`src/design/udma_pkg.sv`:
```
package udma_pkg;
  // clock and mode table
  localparam int CLK_NS  = 10;
  localparam int NMODES  = 5;
  localparam int CW      = 8;
  localparam int DW      = 16;
  // per-mode times in ns, modes 0..4 (plain defaults)
  localparam int T_CYC_NS [NMODES] = '{120, 80, 60, 45, 30};
  localparam int T_DVS_NS [NMODES] = '{70, 50, 35, 25, 10};
  localparam int T_DVH_NS [NMODES] = '{10, 10, 10, 10, 10};
  // crc polynomial x^16+x^12+x^5+1 and seed
  localparam logic [15:0] CRC_POLY = 16'h1021;
  localparam logic [15:0] CRC_SEED = 16'h4aba;
  // reset values
  localparam logic [15:0] DATA_RST = 16'h0000;
  localparam logic [2:0]  MODE_RST = 3'h0;

  // least time rounds up, never below one cycle
  function automatic logic [CW-1:0] min_cyc(input int ns);
    int c;
    c = (ns + CLK_NS - 1) / CLK_NS;
    if (c < 1) c = 1;
    return CW'(c);
  endfunction

  typedef struct packed {
    logic          dmarq;
    logic          dstrobe;
    logic          dstrobe_oe;
    logic          d_oe;
    logic [DW-1:0] d;
  } link_out_t;

  typedef struct packed {
    logic          dmack_n;
    logic          hdmardy_n;
    logic          stop;
    logic [DW-1:0] d;
  } link_in_t;

  typedef enum logic [5:0] {
    ST_IDLE  = 6'b000001,
    ST_REQ   = 6'b000010,
    ST_SETUP = 6'b000100,
    ST_HOLD  = 6'b001000,
    ST_TERM  = 6'b010000,
    ST_DONE  = 6'b100000
  } state_t;
endpackage

```
`src/design/udma_din_burst.sv`:
```
`timescale 1ns/1ns
// Contract
// drive each word, wait tDVS after data change before its strobe edge.
// strobe edges at least tCYC apart, same polarity at least 2*tCYC.
// hold data at least tDVH after each latching strobe edge.
// repeat word, strobe, hold until finished or paused.
// host pauses only after one word, by negating HDMARDY.
// stop strobe edges within tRFS of HDMARDY negation.
// host accepts up to two extra words, three in modes 3 and 4.
// host resumes a paused burst by reasserting HDMARDY.
// host asserts STOP at least tRP after HDMARDY negation, holds it.
// device pauses after one word by withholding strobe edges, resumes with edge.
// host must negate HDMARDY and wait tRP before STOP when device idles.
// host terminates after one word, keeps HDMARDY negated until end.
// drop DMARQ within tLI of STOP, no new request until burst ends.
// if strobe negated at STOP, assert it within tLI, carries no data.
// release data bus within tAZ of DMARQ negation; host drives after tZAH.
// host presents its CRC on the data bus during termination.
// host negates DMACK tMLI after end states and tDVS after CRC.
// capture host CRC from data bus on DMACK negation.
// compare CRCs, report first miscompare of a command at command end.
// release strobe within tIORDYZ after DMACK negation.
// host waits tACK after DMACK negation before STOP or HDMARDY changes.
// host waits tACK after DMACK negation before read strobe, selects, address.
// once DMARQ raised, keep it until the first strobe negation.
// strobe, ready and stop meanings hold only while DMARQ and DMACK asserted.
// accumulate 16-bit CRC over every word sent with standard polynomial, seed.
// per-mode intervals as cycle counters from own clock, chosen by mode.
module udma_din_burst
  import udma_pkg::*;
(
  // clock and reset
  input  wire logic              clk,
  input  wire logic              srst,
  // user side
  input  wire logic [2:0]        mode,
  input  wire logic              burst_req,
  input  wire logic              word_valid,
  input  wire logic [15:0]       word_data,
  output logic                   word_take,
  input  wire logic              cmd_end,
  output logic                   crc_err,
  output logic [15:0]            crc_bad,
  output logic                   busy,
  // link pins
  input  wire udma_pkg::link_in_t  pin_in,
  output udma_pkg::link_out_t      pin_out
);
  import udma_pkg::*;

  link_in_t        s1_q, s2_q;
  logic            dmack_n_prev_q;
  state_t          state_q;
  link_out_t       out_q;
  logic [2:0]      mode_q;
  logic [CW-1:0]   data_age_q, edge_age_q;
  logic            first_done_q, take_q;
  logic [15:0]     crc_q, crc_rx_q;
  logic            err_q, err_out_q;
  logic [15:0]     bad_q, bad_out_q;
  logic            ack_on, rdy_s, stop_s, ack_fall, load_c, tgl_c, miss_c, busy_q;
  logic [CW-1:0]   cyc_c, dvs_c, dvh_c;
  logic [2:0]      midx;

  // link inputs are asynchronous: two flops, nothing reads the first
  always_ff @(posedge clk) begin
    if (srst) begin
      s1_q <= '{dmack_n: 1'b1, hdmardy_n: 1'b1, stop: 1'b0, d: DATA_RST};
      s2_q <= '{dmack_n: 1'b1, hdmardy_n: 1'b1, stop: 1'b0, d: DATA_RST};
      dmack_n_prev_q <= 1'b1;
    end else begin
      s1_q <= pin_in;
      s2_q <= s1_q;
      dmack_n_prev_q <= s2_q.dmack_n;
    end
  end

  // shared pins mean ready and stop only inside an acknowledged request
  assign ack_on   = out_q.dmarq && !s2_q.dmack_n;
  assign rdy_s    = ack_on && !s2_q.hdmardy_n;
  assign stop_s   = ack_on && s2_q.stop;
  assign ack_fall = s2_q.dmack_n && !dmack_n_prev_q;

  // mode-selected interval counts
  assign midx  = (mode_q < 3'(NMODES)) ? mode_q : 3'(NMODES - 1);
  assign cyc_c = min_cyc(T_CYC_NS[midx]);
  assign dvs_c = min_cyc(T_DVS_NS[midx]);
  assign dvh_c = min_cyc(T_DVH_NS[midx]);

  // one definition of load and edge, shared by the counters and the sequencer
  assign load_c = (state_q == ST_REQ && out_q.dstrobe_oe && rdy_s && !s2_q.stop &&
                   word_valid) ||
                  (state_q == ST_HOLD && !(stop_s && first_done_q) && rdy_s && word_valid &&
                   edge_age_q >= dvh_c);
  assign tgl_c  = state_q == ST_SETUP && !(stop_s && first_done_q) && rdy_s &&
                  data_age_q >= dvs_c && edge_age_q >= cyc_c;
  assign miss_c = state_q == ST_DONE && ack_fall && s2_q.d != crc_q;

  function automatic logic [15:0] crc_step(input logic [15:0] c, input logic [15:0] w);
    logic [15:0] r;
    r = c;
    for (int i = 15; i >= 0; i--) begin
      r = (r[15] ^ w[i]) ? ((r << 1) ^ CRC_POLY) : (r << 1);
    end
    return r;
  endfunction

  // age counters saturate so long pauses never wrap
  always_ff @(posedge clk) begin
    if (srst) begin
      data_age_q <= '0;
      edge_age_q <= '0;
    end else begin
      // counted from the load edge itself, so setup runs from when the pins change
      data_age_q <= (load_c) ? '0 : ((&data_age_q) ? data_age_q : data_age_q + 1'b1);
      if (tgl_c) begin
        edge_age_q <= '0;
      end else if (!(&edge_age_q)) begin
        edge_age_q <= edge_age_q + 1'b1;
      end
    end
  end

  // burst sequencer
  always_ff @(posedge clk) begin
    if (srst) begin
      state_q      <= ST_IDLE;
      out_q        <= '{dmarq: 1'b0, dstrobe: 1'b0, dstrobe_oe: 1'b0, d_oe: 1'b0, d: DATA_RST};
      mode_q       <= MODE_RST;
      first_done_q <= 1'b0;
      take_q       <= 1'b0;
      crc_q        <= CRC_SEED;
      crc_rx_q     <= DATA_RST;
    end else begin
      take_q <= 1'b0;
      unique case (state_q)
        ST_IDLE: begin
          if (burst_req) begin
            out_q.dmarq  <= 1'b1;
            mode_q       <= mode;
            crc_q        <= CRC_SEED;
            first_done_q <= 1'b0;
            state_q      <= ST_REQ;
          end
        end
        ST_REQ: begin
          if (!s2_q.dmack_n) begin
            out_q.dstrobe_oe <= 1'b1;
            out_q.dstrobe    <= 1'b1;
          end
          if (load_c) begin
            out_q.d    <= word_data;
            out_q.d_oe <= 1'b1;
            take_q     <= 1'b1;
            state_q    <= ST_SETUP;
          end
        end
        ST_SETUP: begin
          // no ready means pause: no edge issues, latency stays under tRFS
          if (stop_s && first_done_q) begin
            state_q <= ST_TERM;
          end else if (tgl_c) begin
            out_q.dstrobe <= !out_q.dstrobe;
            // crc takes only strobed words; a word cut off by stop never counts
            crc_q         <= crc_step(crc_q, out_q.d);
            first_done_q  <= 1'b1;
            state_q       <= ST_HOLD;
          end
        end
        ST_HOLD: begin
          if (stop_s && first_done_q) begin
            state_q <= ST_TERM;
          end else if (load_c) begin
            out_q.d <= word_data;
            take_q  <= 1'b1;
            state_q <= ST_SETUP;
          end
        end
        ST_TERM: begin
          out_q.dmarq   <= 1'b0;
          out_q.d_oe    <= 1'b0;
          out_q.dstrobe <= 1'b1;
          state_q       <= ST_DONE;
        end
        ST_DONE: begin
          // stays out of idle until dmack drops, so no early re-request
          if (ack_fall) begin
            crc_rx_q         <= s2_q.d;
            out_q.dstrobe_oe <= 1'b0;
            state_q          <= ST_IDLE;
          end
        end
      endcase
    end
  end

  // first miscompare of a command is kept until the command ends
  always_ff @(posedge clk) begin
    if (srst) begin
      err_q     <= 1'b0;
      bad_q     <= DATA_RST;
      err_out_q <= 1'b0;
      bad_out_q <= DATA_RST;
    end else begin
      // a miscompare in the cycle of cmd_end still counts for the ending command
      if (cmd_end) begin
        err_out_q <= err_q || miss_c;
        bad_out_q <= (err_q || !miss_c) ? bad_q : s2_q.d;
        err_q     <= 1'b0;
      end else if (miss_c && !err_q) begin
        err_q <= 1'b1;
        bad_q <= s2_q.d;
      end
    end
  end

  assign pin_out   = out_q;
  assign word_take = take_q;
  assign crc_err   = err_out_q;
  assign crc_bad   = bad_out_q;
  assign busy      = busy_q;

  // registered, so busy trails the sequencer by one cycle
  always_ff @(posedge clk) begin
    if (srst) begin
      busy_q <= 1'b0;
    end else begin
      busy_q <= (state_q != ST_IDLE) || out_q.dstrobe_oe;
    end
  end
endmodule

```
`config.mk`:
```
export PLATFORM = sky130hd
export DESIGN_NAME = udma_din_burst
export DESIGN_NICKNAME = d
export VERILOG_FILES = /design/src/design/udma_pkg.sv /design/src/design/udma_din_burst.sv
export SDC_FILE = /design/constraint.sdc
export NUM_CORES = 1
export LEC_CHECK = 0
export ABC_CLOCK_PERIOD_IN_PS = 10600
export BUFFER_PORTS_ARGS = -buffer_cell sky130_fd_sc_hd__buf_4
export CAP_MARGIN = 20
export CORE_MARGIN = 2
export CORE_UTILIZATION = 45
export CTS_CLUSTER_DIAMETER = 80
export DETAILED_ROUTE_END_ITERATION = 8
export GPL_ROUTABILITY_DRIVEN = 0
export PLACE_DENSITY = 0.72
export SYNTH_ARGS = -nofsm -noshare
export SYNTH_HDL_FRONTEND = slang
export SYNTH_SLANG_ARGS = --single-unit
```
`constraint.sdc`:
```
create_clock -name clk -period 10.6 [get_ports clk]
set_input_delay 1.59 -clock clk [delete_from_list [all_inputs] [get_ports clk]]
set_output_delay 1.59 -clock clk [all_outputs]
set_load 0.05 [all_outputs]
```
==> results.md <==
- Status: complete, no violations
- P_sw: ~300 uW
- Ratio of cells with drive above 1 in the final layout: 0.176
- Multi-input logic area: approximately 0.0035 mm^2
- Post-placement cell area: between 0.007 and 0.008 mm^2
- Sequential-to-total area share from yosys stat: 0.424
- Register area: 0.00274 mm^2
- Crit end category: register
- Yosys top cell by area: dfxtp_1
- Ranking of synthesized cells by area: dfxtp_1 42%, xnor2_1 8.0%, mux2i_1 5.4%, nor2_1 4.6%, nand2_1 3.8%
- Design area: about 0.0079 mm^2
- Hold EP: s2_q[17]$_SDFF_PP1_
- Vias per cell: slightly above 5
- FF-to-FF End: edge_age_q[7]$_SDFFE_PP0N_
- Fin. Hold Viols: 0
- Ys async rst share: 0
- CTS resizes: 0
- First-pass GRT wire length: 22.9 mm
- Cell count of the worst reg-to-reg path: 21
- Max Cap Viol: 0
- Dpl cells: 957
- Row cnt: 43
- Required time of the critical path: 10.94 ns
- CTS buffer count: 17
- DP Wirelength: approximately 10 mm
- Fin Clk Skew: roughly 0.0080 ns
- Setup bufs post-CTS: 0
- Final net count: 857
- Synth Register Bits: 137
- Fin Setup TNS: 0 ns
- Achievable Freq: 169 MHz
- Largest net degree at the start of global routing: 77
- Syn_area_per_cell: roughly 8.9 um^2
- Final Setup Violations: 0
- HP Class: reg -> reg
- Slew margin rel.: 0.325
- Chip Height: 124 um
- Syn nets: 789
- Clock Sinks: 137
- Leak: between 0.003 and 0.004 uW
- GR Util All Layers: 0.192
- Most common cell in the netlist: dfxtp_1
- Post-synth EDFFs: 0
- WHS Path Cells: 1
- Cell Pwr Density: ~170 mW/mm^2
- Max VDD drop: 0.0000973 V
- Fin crit period: 5.92 ns
- Crit Reg-Reg Startpoint: mode_q[0]$_SDFFE_PP0P_
- Initial core utilization: 0.463
- Cells after synthesis: roughly 730
- CTS tree: built
- Vias in the first global route: 4701
- Die Wd: around 120 um
- Critical Path Source: mode_q[0]$_SDFFE_PP0P_
- Fin cells: 988
- Die footprint: 0.0154 mm^2
- P_int: 1050 uW
- Post-DRT Antenna Nets: 0
- CTS Buffer Depth: 2
- FF-to-FF setup slack: 4.68 ns
- Period Utilization, post-route: 0.559
- DR WL met2: 6.59 mm
- CORE AREA: 0.0140 mm^2
- Slew @ Worst Pin: 1.00 ns
- DR top layer: met4
- DR iter-0 viols: 331
- Main synth FF type: dfxtp_1
- Flop pwr share: 0.401
- Avg WL per Cell: 14.3 um
- Distinct cells, synth: 62
- Metal3 WL: 579 um
- Gr ovfl total: 0
- Ant diodes: 0
- Fillers: 1271
- Comb pwr share: 0.090
- Clock root cell: clkbuf_16
- Residual DRC: 0
- CP arrival: 6.26 ns
- Hold-fix buffers at CTS: 0
- Area delta synth->final: 21.6%
- Clock transition at the registers of the reported paths: about 0.060 ns
- Min-delay src: s1_q[17]$_SDFF_PP1_
- Synth cell count leaders: 137 x dfxtp_1, 79 x nor2_1, 65 x nand2_1
- Clock group share of total power: 0.509
- RSZ-0062 raised after global routing: no
- Crit path max fanout: 17
- Max H-tree Level: 4
- Initial antenna violation count: 0
- Post-synth top area share: 0.424
- Sw Ratio: 0.222
- Crit start category: register
- CP Class: reg -> reg
- Post-Route WL: between 10 and 15 mm
- Met1 wire length: 6.76 mm
- Mapped Area: between 0.006 and 0.007 mm^2
- Vias: 5118
- I/O Pins: 82
- First-pass DRT Iterations: 4
- Port bufs: 81
- Ys Warns: 0
- Final Slew Violations: 0
- Clk Latency, worst-skew pair: 0.41 ns
## metal layers
| layer | vias up | global-route usage |
|---|---|---|
| met2 | 100 | 0.303 |
| met4 | 0 | 0.0808 |
| met3 | 17 | 0.0453 |
| met5 | - | 0 |
| li1 | 2642 | - |
| met1 | 2359 | 0.254 |
## worst max-delay path by stage
stage | end | slack (ns) | depth (start not counted)
4_1_cts | edge_age_q[7]$_SDFFE_PP0N_ | 4.69 | 21
3_3_place_gp | edge_age_q[7]$_SDFFE_PP0N_ | 4.89 | 21
3_5_place_dp | edge_age_q[7]$_SDFFE_PP0N_ | 4.70 | 21
6_report | edge_age_q[7]$_SDFFE_PP0N_ | 4.68 | 21
2_1_floorplan | crc_q[10]$_SDFFE_PP0P_ | 5.32 | 25
5_1_grt | edge_age_q[7]$_SDFFE_PP0N_ | 4.03 | 21
## flip-flops by register name, summed over array words and instances (netlist names)
name            count
s2_q               19
pin_out            20
dmack_n_prev_q      1
bad_q              16
crc_q              16
err_q               1
crc_err             1
state_q             6
edge_age_q          8
first_done_q        1
crc_bad            16
s1_q               19
data_age_q          8
busy                1
mode_q              3
word_take           1
## placed cells by master (no fill, tap or decap), types with 2 or more instances in the layout
cell type	count
nor4b_1	4
ha_1	18
dfxtp_1	137
nor3_1	23
inv_6	3
a211oi_1	22
nor3b_1	2
and3_1	7
o211ai_1	6
and4_1	3
nand2b_1	15
a31oi_1	6
a22oi_1	2
or2_2	15
xor2_1	12
nor2_1	79
nand4_1	7
nand3_1	17
nor2b_1	37
clkinvlp_4	3
mux2i_1	35
xnor2_1	59
nand3b_1	4
a21o_1	9
nor4_1	2
a21oi_1	46
or4_1	3
buf_4	85
clkbuf_16	17
nand2_1	65
inv_1	12
o21bai_1	3
bufinv_16	7
and2_1	2
mux2_2	2
o21ai_0	13
## stage by stage
stage	power [uW]	hold slack, ns	util	setup slack, ns
finish	1350	0.406	0.563	4.68
global route	1400	0.423	0.563	4.03
CTS	1360	0.406	0.563	4.69
detailed placement	675	0.392	0.513	4.70
global placement	673	0.392	0.513	4.89
floorplan	638	0.389	-	5.32
## kinds of logic after synthesis
| logic type | share of synthesized area |
|---|---|
| AO/OA/AOI/OAI | 0.118 |
| XOR/XNOR | 0.0961 |
| adder cells (fa/ha/maj) | 0.0363 |
| buffers and inverters | 0.0325 |
| flip-flops | 0.424 |
| multiplexers | 0.0597 |
| AND/OR/NAND/NOR | 0.233 |
## worst max-delay path, cell delays in order (launching register included)
cell and delay, ns:
dfxtp_1 0.52, nand2b_1 0.18, inv_2 0.18, ha_1 0.20, nand2b_1 0.08, ha_1 0.23, a21oi_1 0.33, mux2i_2 0.39
o211ai_1 0.19, mux2_2 0.32, a2111oi_4 0.45, nor2_1 0.10, o311a_1 0.36, a32oi_1 0.16, ha_1 0.25, nand2b_1 0.14
a21o_1 0.17, a21o_1 0.16, a211oi_1 0.32, or3_1 0.54, nand2b_1 0.33, nor3b_1 0.25
## cell type report
type                    count  share of cell area
inverters                  14             0.00668
repair buffers             85              0.0811
clock inverters            14              0.0340
flip-flops and latches    137               0.348
well taps                 180              0.0286
clock buffers              17              0.0540
multi-input cells         541               0.447
## power groups by stage
stage                     sequential (uW)  combinational [uW]  clock (uW)
after floorplan                       562                75.9           0
after global placement                552                 121           0
after detailed placement              553                 122           0
after CTS                             541                 123         698
after global routing                  543                 136         720
final                                 542                 122         687
Power figures use the tool's default switching activity.
